**src/hdl/scb_pkg.sv**
```systemverilog
package scb_pkg;
  localparam int BYTE_BITS = 8;
  localparam int MAX_BYTES = 2;
  localparam int CLK_PERIOD_NS = 40;
  localparam int T_HIZ_NS = 1000;
  // Longest float delay, rounded down to whole cycles
  localparam int HIZ_CYCLES = T_HIZ_NS / CLK_PERIOD_NS;
  localparam int SYNC_STAGES = 2;
  // Cycles from a pin change to the registered outputs reacting
  localparam int REACT_CYCLES = SYNC_STAGES + 1;
  localparam logic [2:0] BIT_LAST = 3'h7;
  localparam logic [1:0] BYTES_NONE = 2'h0;
  localparam logic [1:0] BYTES_ONE = 2'h1;
  localparam logic [1:0] BYTES_TWO = 2'h2;
  localparam logic [1:0] BYTES_OVER = 2'h3;
  localparam logic [15:0] WORD_RESET = 16'h0000;
  localparam logic [7:0] BYTE_RESET = 8'h00;
endpackage : scb_pkg

```
**src/hdl/scb_sync.sv**
```systemverilog
`timescale 1ns/1ps
module scb_sync
  import scb_pkg::*;
#(
  parameter int WIDTH = 3,
  parameter logic [WIDTH-1:0] INIT = '0
)(
  input wire logic clk_in, // System clock
  input wire logic rst_n_in, // Async reset, active low
  input wire logic [WIDTH-1:0] async_in, // Pins from outside the domain
  output logic [WIDTH-1:0] sync_out // Two-flop synchronised copy
);
  typedef struct packed
  {
    logic [WIDTH-1:0] meta;
    logic [WIDTH-1:0] stable;
  } sync_s;

  sync_s state;
  sync_s next_state;

  initial
  begin
    if (WIDTH < 1)
      $error("scb_sync needs at least one bit");
  end

  // First stage only feeds the second one
  always_comb
  begin
    next_state.meta = async_in;
    next_state.stable = state.meta;
  end

  // Reset to the idle pin levels
  always_ff @(posedge clk_in or negedge rst_n_in)
  begin
    if (!rst_n_in)
      state <= '{meta: INIT, stable: INIT};
    else
      state <= next_state;
  end

  assign sync_out = state.stable;
endmodule : scb_sync

```
**src/hdl/serial_control_bus_target.sv**
```systemverilog
`timescale 1ns/1ps
module serial_control_bus_target
  import scb_pkg::*;
(
  input wire logic clk_in, // 25 MHz system clock
  input wire logic rst_n_in, // Async reset, active low
  input wire logic chip_select_low_in, // Select pin, active low
  input wire logic serial_clock_in, // Host serial clock pin
  input wire logic command_data_in, // Host command data pin
  input wire logic [15:0] reply_word_in, // Reply bytes, first in [15:8]
  output logic reply_data_out, // Reply data pin value
  output logic reply_oe_n_out, // Reply pin enable, low drives
  output logic [15:0] cmd_word_out, // Command bytes, first in [15:8]
  output logic [1:0] cmd_len_out, // Byte count of last command
  output logic cmd_valid_out, // One-cycle execute strobe
  output logic cmd_error_out // One-cycle strobe, malformed frame
);
  typedef struct packed
  {
    logic cs_q;
    logic sclk_q;
    logic [2:0] bit_cnt;
    logic [1:0] byte_cnt;
    logic [7:0] rx_shift;
    logic [15:0] rx_word;
    logic [7:0] tx_shift;
    logic tx_pending;
    logic oe_n;
    logic rdata;
    logic [15:0] cmd_word;
    logic [1:0] cmd_len;
    logic cmd_valid;
    logic cmd_error;
  } target_s;

  target_s state;
  target_s next_state;
  logic [2:0] pins_s;
  logic cs_s;
  logic sclk_s;
  logic data_s;
  logic sclk_rise;
  logic sclk_fall;
  logic cs_rise;
  logic cs_fall;

  initial
  begin
    if (REACT_CYCLES > HIZ_CYCLES)
      $error("Reply float would exceed its longest delay");
  end

  // Reply byte chosen by index; zeros once the reply is used up
  function automatic logic [7:0] reply_byte(input logic [15:0] word,
                                            input logic [1:0] idx);
    logic [7:0] b;
    b = BYTE_RESET;
    if (idx == BYTES_NONE)
      b = word[15:8];
    else if (idx == BYTES_ONE)
      b = word[7:0];
    return b;
  endfunction : reply_byte

  ////////////////////////////////////////////////////////////////////////
  // Pin synchronisation
  ////////////////////////////////////////////////////////////////////////

  // All three pins share one synchroniser so their order is kept
  scb_sync #(
    .WIDTH(3),
    .INIT(3'h4)
  ) u_sync (
    .clk_in(clk_in),
    .rst_n_in(rst_n_in),
    .async_in({chip_select_low_in, serial_clock_in, command_data_in}),
    .sync_out(pins_s)
  );

  assign cs_s = pins_s[2];
  assign sclk_s = pins_s[1];
  assign data_s = pins_s[0];

  // Edges only count while selected; the level at select is no edge
  assign sclk_rise = !cs_s && !state.cs_q && sclk_s && !state.sclk_q;
  assign sclk_fall = !cs_s && !state.cs_q && !sclk_s && state.sclk_q;
  assign cs_rise = cs_s && !state.cs_q;
  assign cs_fall = !cs_s && state.cs_q;

  ////////////////////////////////////////////////////////////////////////
  // Next-state logic
  ////////////////////////////////////////////////////////////////////////

  always_comb
  begin
    next_state = state;
    next_state.cs_q = cs_s;
    next_state.sclk_q = sclk_s;
    next_state.cmd_valid = 1'b0;
    next_state.cmd_error = 1'b0;
    if (cs_s)
    begin
      // Deselected: counters cleared so the next frame is aligned
      next_state.bit_cnt = 3'h0;
      next_state.byte_cnt = BYTES_NONE;
      next_state.tx_pending = 1'b0;
      next_state.oe_n = 1'b1;
      next_state.rdata = 1'b0;
      if (cs_rise)
      begin
        // Act only at frame end, and only on whole bytes
        if (state.bit_cnt == 3'h0 && (state.byte_cnt == BYTES_ONE ||
            state.byte_cnt == BYTES_TWO))
        begin
          next_state.cmd_valid = 1'b1;
          next_state.cmd_word = state.rx_word;
          next_state.cmd_len = state.byte_cnt;
        end
        else if (state.bit_cnt != 3'h0 || state.byte_cnt == BYTES_OVER)
          next_state.cmd_error = 1'b1;
      end
    end
    else
    begin
      if (cs_fall)
      begin
        next_state.rx_word = WORD_RESET;
        next_state.tx_shift = reply_byte(reply_word_in, BYTES_NONE);
      end
      // Capture most significant bit first
      if (sclk_rise)
      begin
        next_state.rx_shift = {state.rx_shift[6:0], data_s};
        next_state.bit_cnt = state.bit_cnt + 3'h1;
        next_state.tx_pending = 1'b1;
        if (state.bit_cnt == BIT_LAST)
        begin
          // Extra bytes are not stored; they mark the frame bad
          if (state.byte_cnt == BYTES_NONE)
            next_state.rx_word[15:8] = {state.rx_shift[6:0], data_s};
          else if (state.byte_cnt == BYTES_ONE)
            next_state.rx_word[7:0] = {state.rx_shift[6:0], data_s};
          if (state.byte_cnt != BYTES_OVER)
            next_state.byte_cnt = state.byte_cnt + 2'h1;
          next_state.tx_shift = reply_byte(reply_word_in,
                                           state.byte_cnt + 2'h1);
          next_state.tx_pending = 1'b0;
        end
      end
      // Next reply bit goes out on the falling edge, for host rise
      if (sclk_fall && state.tx_pending)
      begin
        next_state.tx_shift = {state.tx_shift[6:0], 1'b0};
        next_state.tx_pending = 1'b0;
      end
      // Drive only once the clock has been seen low
      if (!sclk_s)
        next_state.oe_n = 1'b0;
      next_state.rdata = next_state.tx_shift[7];
    end
  end

  // Reset leaves the bus idle: deselected, clock high, output floating
  always_ff @(posedge clk_in or negedge rst_n_in)
  begin
    if (!rst_n_in)
    begin
      state <= '0;
      state.cs_q <= 1'b1;
      state.sclk_q <= 1'b1;
      state.oe_n <= 1'b1;
    end
    else
      state <= next_state;
  end

  // Outputs come straight from state flops
  assign reply_data_out = state.rdata;
  assign reply_oe_n_out = state.oe_n;
  assign cmd_word_out = state.cmd_word;
  assign cmd_len_out = state.cmd_len;
  assign cmd_valid_out = state.cmd_valid;
  assign cmd_error_out = state.cmd_error;
endmodule : serial_control_bus_target

```
**config.mk**
```make
export PLATFORM = sky130hd
export DESIGN_NAME = serial_control_bus_target
export DESIGN_NICKNAME = d
export VERILOG_FILES = /design/src/hdl/scb_pkg.sv /design/src/hdl/scb_sync.sv /design/src/hdl/serial_control_bus_target.sv
export SDC_FILE = /design/constraint.sdc
export NUM_CORES = 1
export LEC_CHECK = 0
export BUFFER_PORTS_ARGS = -buffer_cell sky130_fd_sc_hd__buf_2
export CAP_MARGIN = 20
export CORE_MARGIN = 5
export CORE_UTILIZATION = 45
export DETAILED_ROUTE_END_ITERATION = 12
export PLACE_DENSITY = 0.8
export SYNTH_ARGS = -nofsm -noshare
export SYNTH_HDL_FRONTEND = slang
export SYNTH_SLANG_ARGS = --single-unit
```
**constraint.sdc**
```tcl
create_clock -name clk_in -period 1.7 [get_ports clk_in]
set_clock_uncertainty 0.2 [all_clocks]
set_input_delay 0.34 -clock clk_in [delete_from_list [all_inputs] [get_ports clk_in]]
set_output_delay 0.34 -clock clk_in [all_outputs]
set_load 0.1 [all_outputs]
```
# Yosys cells after proc, flatten, opt, wreduce, memory -nomap -nowiden
# Cells that the tools add are included.
# totals
reg_bits	68
inputBits	21
output_inout_bits	22
# classes
n_addsub	2
n_eq_ne	7
mux	19
bitwise_logic	1
n_reduce_logical	26
# op_table
op	count
two-way mux 8 bit	5
two-way mux 38 bit	1
two-way mux 25 bit	1
two-way mux 24 bit	1
logical AND 1 bit	9
two-way mux 9 bit	1
two-way mux 2 bit	4
AND reduction 3 bit	2
nonzero test 2 bit	3
nonzero test 3 bit	2
two-way mux 5 bit	1
equality test 2 x 1 -> 1 bit (second input constant)	2
equality test 2 bit (second input constant)	2
zero test 1 bit	4
zero test 2 bit	2
two-way mux 1 bit	4
adder 3 x 1 -> 3 bit (second input constant)	1
equality test 3 bit (second input constant)	1
zero test 3 bit	1
two-way mux 3 bit	1
adder 2 x 1 -> 2 bit (second input constant)	1
logical OR 1 bit	2
!= test 2 x 1 -> 1 bit (second input constant)	1
!= test 2 bit (second input constant)	1
2 further kinds	2

# Longest topological paths before layout
# Gate-level depths: netlist of the first run.
# depth
depth_word	9
mapped_depth	7
depth_no_buf	6

# By module
# From an unflattened synthesis of the first run, not the netlist that was laid out.
# hier_totals
cells_unflattened	309
area_unflattened_um2	3465.8
# modules_own_cells
mod	n_inst	cells_per_inst	area_per_inst_um2
serial_control_bus_target	1	303	3313.2
scb_sync	1	6	152.6

# Worst setup path before layout of the first run
# No wires, ideal clock.
# synth_path
path_kind	register to register
startpoint	reg state[55] (netlist bit)
endpoint	reg state, in the netlist reply_data_out
setup_ns	0.077
t_arrival_ns	1.587
path_slack_ns	-0.164
stages_incl_launch_ff	8
cell_sequence	dfrtp_1 -> ha_1 -> clkbuf_1 -> nor2b_1 -> clkbuf_1 -> a22oi_1 -> mux2_2 -> o21ai_1
# synth_rtl
item	line	source
start, declared	serial_control_bus_target.sv:36	target_s state;
start signal, assigned	serial_control_bus_target.sv:174	state <= next_state;

# Worst setup path in the final report of the first run
# layout_path
startpoint	reg state[55] (netlist bit)
endpoint	reg state[26] (netlist bit)
# layout_via
elab_chain_len	7
word_cells_on_any_way	8
cone_classes	1 x add/sub; 1 x eq/ne; 5 x mux; 1 x reduce/logical
# layout_rtl
item	line	source
adder 2 x 1 -> 2 bit (*)	serial_control_bus_target.sv:146	state.byte_cnt + 2'h1);
equality test 2 x 1 -> 1 bit	serial_control_bus_target.sv:60	else if (idx == BYTES_ONE)
two-way mux 8 bit	serial_control_bus_target.sv:60	
two-way mux 8 bit (*)	serial_control_bus_target.sv:58	if (idx == BYTES_NONE)
two-way mux 25 bit (*)	serial_control_bus_target.sv:136	if (state.bit_cnt == BIT_LAST)
two-way mux 38 bit (*)	serial_control_bus_target.sv:131	if (sclk_rise)
two-way mux 9 bit (*)	serial_control_bus_target.sv:151	if (sclk_fall && state.tx_pending)
# Every way passes the cells marked *; elsewhere a longest branch is shown, timed or not. The select of a mux whose other input is x is not followed.
# A chain may end at the register's enable or synchronous reset.

==> out/qor.txt, run 1 <==
Crit Path Category = reg -> reg
unrepaired setup endpoints after global routing = yes
Row Count = 29
DRT antenna net count = 0
NumNets Final = 357
mapped cell area = 0.00301 sq mm
Critical Path Slowest Stage Cell = dfrtp_1
final setup margin = -48.2 ps
startpoint types = flip-flop
FILL cells = 465
global-route wire length before repair = 10600 um
# placed instances = 386
CP arrival = 1800 ps
Initial DRT Pass Iterations = 4
global route overflow = 0
gr usage total = 0.161
Crit path required time = 1750 ps
Tcrit/Tclk final = 1.03
worst skew pair latency = 350 ps
Worst path most repeated cell = buf_4
clk buf depth = 2
Iter 0 DRT Violations = 133
vias in the first global route = 2247
GPL Wtd Cong = 0.794
DR WL/cell = 16.1 um
average size of a mapped cell = 10.9 sq um
pwr dens = 825 mW/mm^2
worst slew pin tran = 496 ps
Max Clock Freq = 0.572 GHz
CTS buffer count = 9
largest net degree at the start of global routing = 68
Post-Synthesis Cells = 276
Hold Crit Class = in -> reg
final hold violation count = 0
Max FO, Critical Path = 6
initial core utilization = 0.469
io pins = 43
input/output buffers = 42
worst vdd ir = 409 uV
non-filler cells, final = 410
Leak = 1.87 nW
outcome = finished, violations left
n_diodes = 0
Reg clk slew, reported paths = 70 ps
Max Cap Viol = 0
DR vias = 2182
post-detail-place hpwl = 4030 um
final wirelength = 6620 um
root buffer cell = clkbuf_8
register area share after synthesis = 0.559
final setup vio count = 22
failing checks = negative setup slack
layout cell share with drive strength beyond 1 = 0.450
Total Neg Setup Slack = -360 ps
YS warnings = 0
Seq cells post-synth = 67
initial antenna violation count = 0
Clock Sinks = 67
CTS H-tree lvls = 3
number of library cell types mapped by synthesis = 33
TritonCTS clock tree = done
Overall Power = 3.22 mW
area grow syn2layout = 29.6%
via-per-instance ratio = 5.32
DIE AREA = 0.00843 sq mm
syn nets = 305
total core area = 0.00642 sq mm
Relative slew margins = 0.671
overall die height = 91.8 um
crit path cell chain = buf_4 > ha_2 > nor2b_1 > buf_4 > a221oi_2 > o31ai_1
Setup crit end kind = flip-flop
Die Wd = 91.8 um
DRC violations left = 0
post-place setup slack = -218 ps
Tmin final = 1750 ps
CP peak stage delay = 380 ps
fin. max-slew vios = 0
## registers in the layout, indices dropped and copies added (netlist names)
register and count:
cmd_error_out 1, cmd_len_out 2, cmd_valid_out 1, cmd_word_out 16, reply_data_out 1, reply_oe_n_out 1
state 39, u_sync.next_state 3, u_sync.sync_out 3
## layout by cell type (no fill, tap or decap), drive strengths merged
cell type,instances
dfrtp,62
buf,60
nand2,41
o21ai,30
clkbuf,22
mux2,19
inv,14
nand3,9
ha,8
a22oi,7
a221oi,6
and3,6
o31ai,6
dfstp,5
mux2i,4
dlygate4sd3,4
nand2b,4
nor2,4
nor2b,4
clkinv,4
nor3b,2
clkinvlp,2
a21boi,1
nor4b,1
nand3b,1
nor3,1
or2,1
nand4b,1
a211oi,1
a21oi,1
a21o,1
xnor2,1
## report_power, final
group	switching (mW)	internal (mW)	total, mW	leakage (nW)
logic	0.189	0.141	0.330	0.894
registers	0.0653	1.67	1.74	0.892
clock network	0.623	0.528	1.15	0.0822
total	0.877	2.34	3.22	1.87
## Yosys cell counts
library cell  count  area share
or2_2             1      0.0021
a21boi_0          1      0.0025
and3_1            6       0.012
nand3_1           9       0.015
a211oi_1          1      0.0025
buf_4            18       0.045
mux2_2           19       0.071
nor2b_1           4      0.0083
o21ai_0          27       0.045
nand4b_2          1      0.0050
a22oi_1           7       0.017
dfrtp_1          62        0.52
inv_1            14       0.017
buf_2             8       0.013
nor4b_4           1      0.0079
nand2b_1          4      0.0083
nor3_1            1      0.0017
nand2_1          40       0.050
a221oi_1          6       0.017
xnor2_1           1      0.0029
a21o_1            1      0.0025
a21oi_1           1      0.0017
buf_1             2      0.0025
o31ai_1           6       0.015
nand3b_1          1      0.0025
o21ai_1           3      0.0050
dfstp_2           5       0.044
mux2i_1           4       0.013
clkbuf_1          7      0.0087
nor2_1            4      0.0050
nor3b_1           2      0.0050
ha_1              8       0.033
nand2_2           1      0.0021
## per-stage QoR
| step | hold slack, ps | area (sq um) | utilization |
|---|---|---|---|
| 2_1_floorplan | -156 | 3110 | - |
| 3_3_place_gp | 132 | 3410 | 0.531 |
| 3_5_place_dp | 135 | 3410 | 0.531 |
| 4_1_cts | 136 | 3730 | 0.581 |
| 5_1_grt | 144 | 3900 | 0.608 |
| 6_report | 153 | 3900 | 0.608 |
## logic make-up (layout without fill, tap and decap cells)
kind of cell    Yosys count  count (layout)  share of synthesized area
xor+xnor                  1               1                    0.00291
mux                      23              23                     0.0843
compound gates           53              53                      0.109
flops                    67              67                      0.559
simple gates             75              75                      0.125
buf+inv                  49             106                     0.0868
fa+ha+maj                 8               8                     0.0332
## critical path, delay by kind of cell, from the launching register on
family                     cells  cell delay, ps
DFF                            1             380
adders and majority gates      1             170
and+or+nand+nor                1             200
AOI/OAI and AO/OA              2             330
buffers and inverters          2             380
## metal layers
layer / vias to the layer above / share of wire / track usage
met1: 1077 / 0.42 / 0.198
met2: 64 / 0.51 / 0.257
li1: 1033 / - / -
met4: 0 / 0.013 / 0.0730
met3: 8 / 0.056 / 0.0573
met5: - / 0 / 0
## area by class of cell
cell class / instances / area, sq um / area share
Sequential cell: 67 / 1680 / 0.431
Clock inverter: 6 / 42.5 / 0.0109
Timing Repair Buffer: 76 / 597 / 0.153
Clock buffer: 10 / 128 / 0.0327
Inverter: 14 / 52.6 / 0.0135
Tap cell: 77 / 96.3 / 0.0247
Multi-Input combinational cell: 160 / 1310 / 0.334
## final timing paths
kind	startpoint	to	slack (ps)	cells after the start
max	state[55]	state[26]	-50	6
min	reply_word_in[1]	state[24]	150	3
min reg2reg	u_sync.next_state[0]	u_sync.sync_out[0]	150	0
max reg2reg	state[55]	state[26]	-50	6
max in group asynchronous	rst_n_in	u_sync.sync_out[2]	630	3
min in group asynchronous	rst_n_in	state[35]	330	3
## timing repair
action	4_1_cts	5_1_grt
setup endpoints to repair	39	55
hold endpoints to repair	65	0
resized for setup	15	51
hold buffers	4	0
pin swaps	3	9
cloned	1	0
setup buffers	2	2
(Power assumes the default switching activity.)
==> run 2, diff against run 1 <==
--- a/config.mk
+++ b/config.mk
@@ -11,6 +11,7 @@
 export CORE_UTILIZATION = 45
 export DETAILED_ROUTE_END_ITERATION = 12
 export PLACE_DENSITY = 0.8
+export RECOVER_POWER = 100
 export SYNTH_ARGS = -nofsm -noshare
 export SYNTH_HDL_FRONTEND = slang
 export SYNTH_SLANG_ARGS = --single-unit
==> out/qor.txt, run 2 (same netlist as run 1, synthesis figures left out) <==
outcome = finished, violations left
failing checks = negative setup slack
final setup vio count = 24
highest-count cells in the layout ignoring fill and taps = dfrtp_1, nand2_1, buf_2
DP Area = 0.00341 sq mm
Tmin final = 1750 ps
largest net degree at the start of global routing = 68
DR WL/cell = 16.1 um
overall die height = 91.8 um
Relative slew margins = 0.416
Reg clk slew, reported paths = 70 ps
GPL Wtd Cong = 0.794
worst vdd ir = 408 uV
Row Count = 29
post-detail-place hpwl = 4030 um
Hold Crit Class = in -> reg
hold_ws = 149 ps
Crit path required time = 1750 ps
commonest non-fill, non-tap cell in the layout = dfrtp_1
sequential power share = 0.540
worst skew pair latency = 350 ps
final hold violation count = 0
Sw Share = 0.274
Tcrit/Tclk final = 1.03
fraction of power consumed by combinational cells = 0.101
# placed instances = 386
Clock Sinks = 67
n_diodes = 0
final setup margin = -48.0 ps
Die Wd = 91.8 um
CP arrival = 1800 ps
area grow syn2layout = 29.0%
final wirelength = 6600 um
total core area = 0.00642 sq mm
pwr dens = 828 mW/mm^2
Crit Path Category = reg -> reg
initial antenna violation count = 0
cell-internal power = 2.34 mW
non-filler cells, final = 410
Max Clock Freq = 0.572 GHz
final instance area = 0.00388 sq mm
CTS buffer count = 9
TritonCTS clock tree = done
DRC violations left = 0
DR vias = 2193
global route overflow = 0
DRT antenna net count = 0
DIE AREA = 0.00843 sq mm
layout cell share with drive strength beyond 1 = 0.444
Setup crit end kind = flip-flop
via-per-instance ratio = 5.35
CTS H-tree lvls = 3
clk buf depth = 2
max reg flops = 39
Iter 0 DRT Violations = 173
gr usage total = 0.161
input/output buffers = 42
P_sw = 880 uW
Top reg by flops = state
Overall Power = 3.22 mW
NumNets Final = 357
Max FO, Critical Path = 6
root buffer cell = clkbuf_8
io pins = 43
Leak = 1.86 nW
worst slew pin tran = 875 ps
clock network fraction of total power = 0.359
global-route wire length before repair = 10600 um
initial core utilization = 0.469
Initial DRT Pass Iterations = 4
vias in the first global route = 2247
startpoint types = flip-flop
fin. max-slew vios = 0
unrepaired setup endpoints after global routing = yes
Max Cap Viol = 0
## run 2: cell count changes in the layout (fill, tap and decap cells not counted), sizes merged
cell	previous run	this run
clkbuf	22	25
buf	60	57
## run 2: worst max-delay path, cell delays in order, from the launching register on
cell and delay, ps:
dfrtp_1 380, buf_4 160, ha_2 170, nor2b_1 200, buf_4 230, a221oi_2 80
o31ai_1 250
## run 2: final cells by class
type	count	area [sq um]
Tap cell	77	96.3
Clock buffer	10	128
Timing Repair Buffer	76	581
Inverter	14	52.6
Fill cell	470	2540
Clock inverter	6	42.5
Multi-Input combinational cell	160	1300
Sequential cell	67	1680
## run 2: per-stage QoR
stage          utilization  setup slack, ps  setup TNS (ps)
2_1_floorplan            -            -57.6            -361
3_3_place_gp         0.531             -103           -1270
3_5_place_dp         0.531             -218           -3140
4_1_cts              0.581            -37.7            -295
5_1_grt              0.605             -100           -2550
6_report             0.605            -48.0            -376
## run 2: final timing paths
kind	slack, ps	to	start	cells after the start
max	-50	state[26]	state[55]	6
max in group asynchronous	180	u_sync.next_state[1]	rst_n_in	3
min in group asynchronous	550	state[35]	rst_n_in	3
max reg2reg	-50	state[26]	state[55]	6
min reg2reg	150	u_sync.sync_out[0]	u_sync.next_state[0]	0
min	150	state[24]	reply_word_in[1]	3
## run 2: repair_timing
item / CTS / global route
pin swaps: 3 / 9
buffers inserted: 2 / 2
hold endpoints to repair: 65 / 0
gates resized for setup: 15 / 51
hold buffers: 4 / 0
setup endpoints to repair: 39 / 55
gates cloned: 1 / 0
## run 2: power groups by stage
stage	registers, mW	logic [mW]	clock network [mW]
after floorplan	1.78	0.128	0
after global placement	1.76	0.270	0
after detailed placement	1.77	0.278	0
after CTS	1.74	0.299	1.17
after global routing	1.75	0.355	1.26
final	1.74	0.324	1.16
## run 2: metal layers
layer	GRT usage	wire length (um)
met3	0.0573	368
met1	0.198	2770
met5	0	0
met4	0.0730	165
met2	0.257	3300
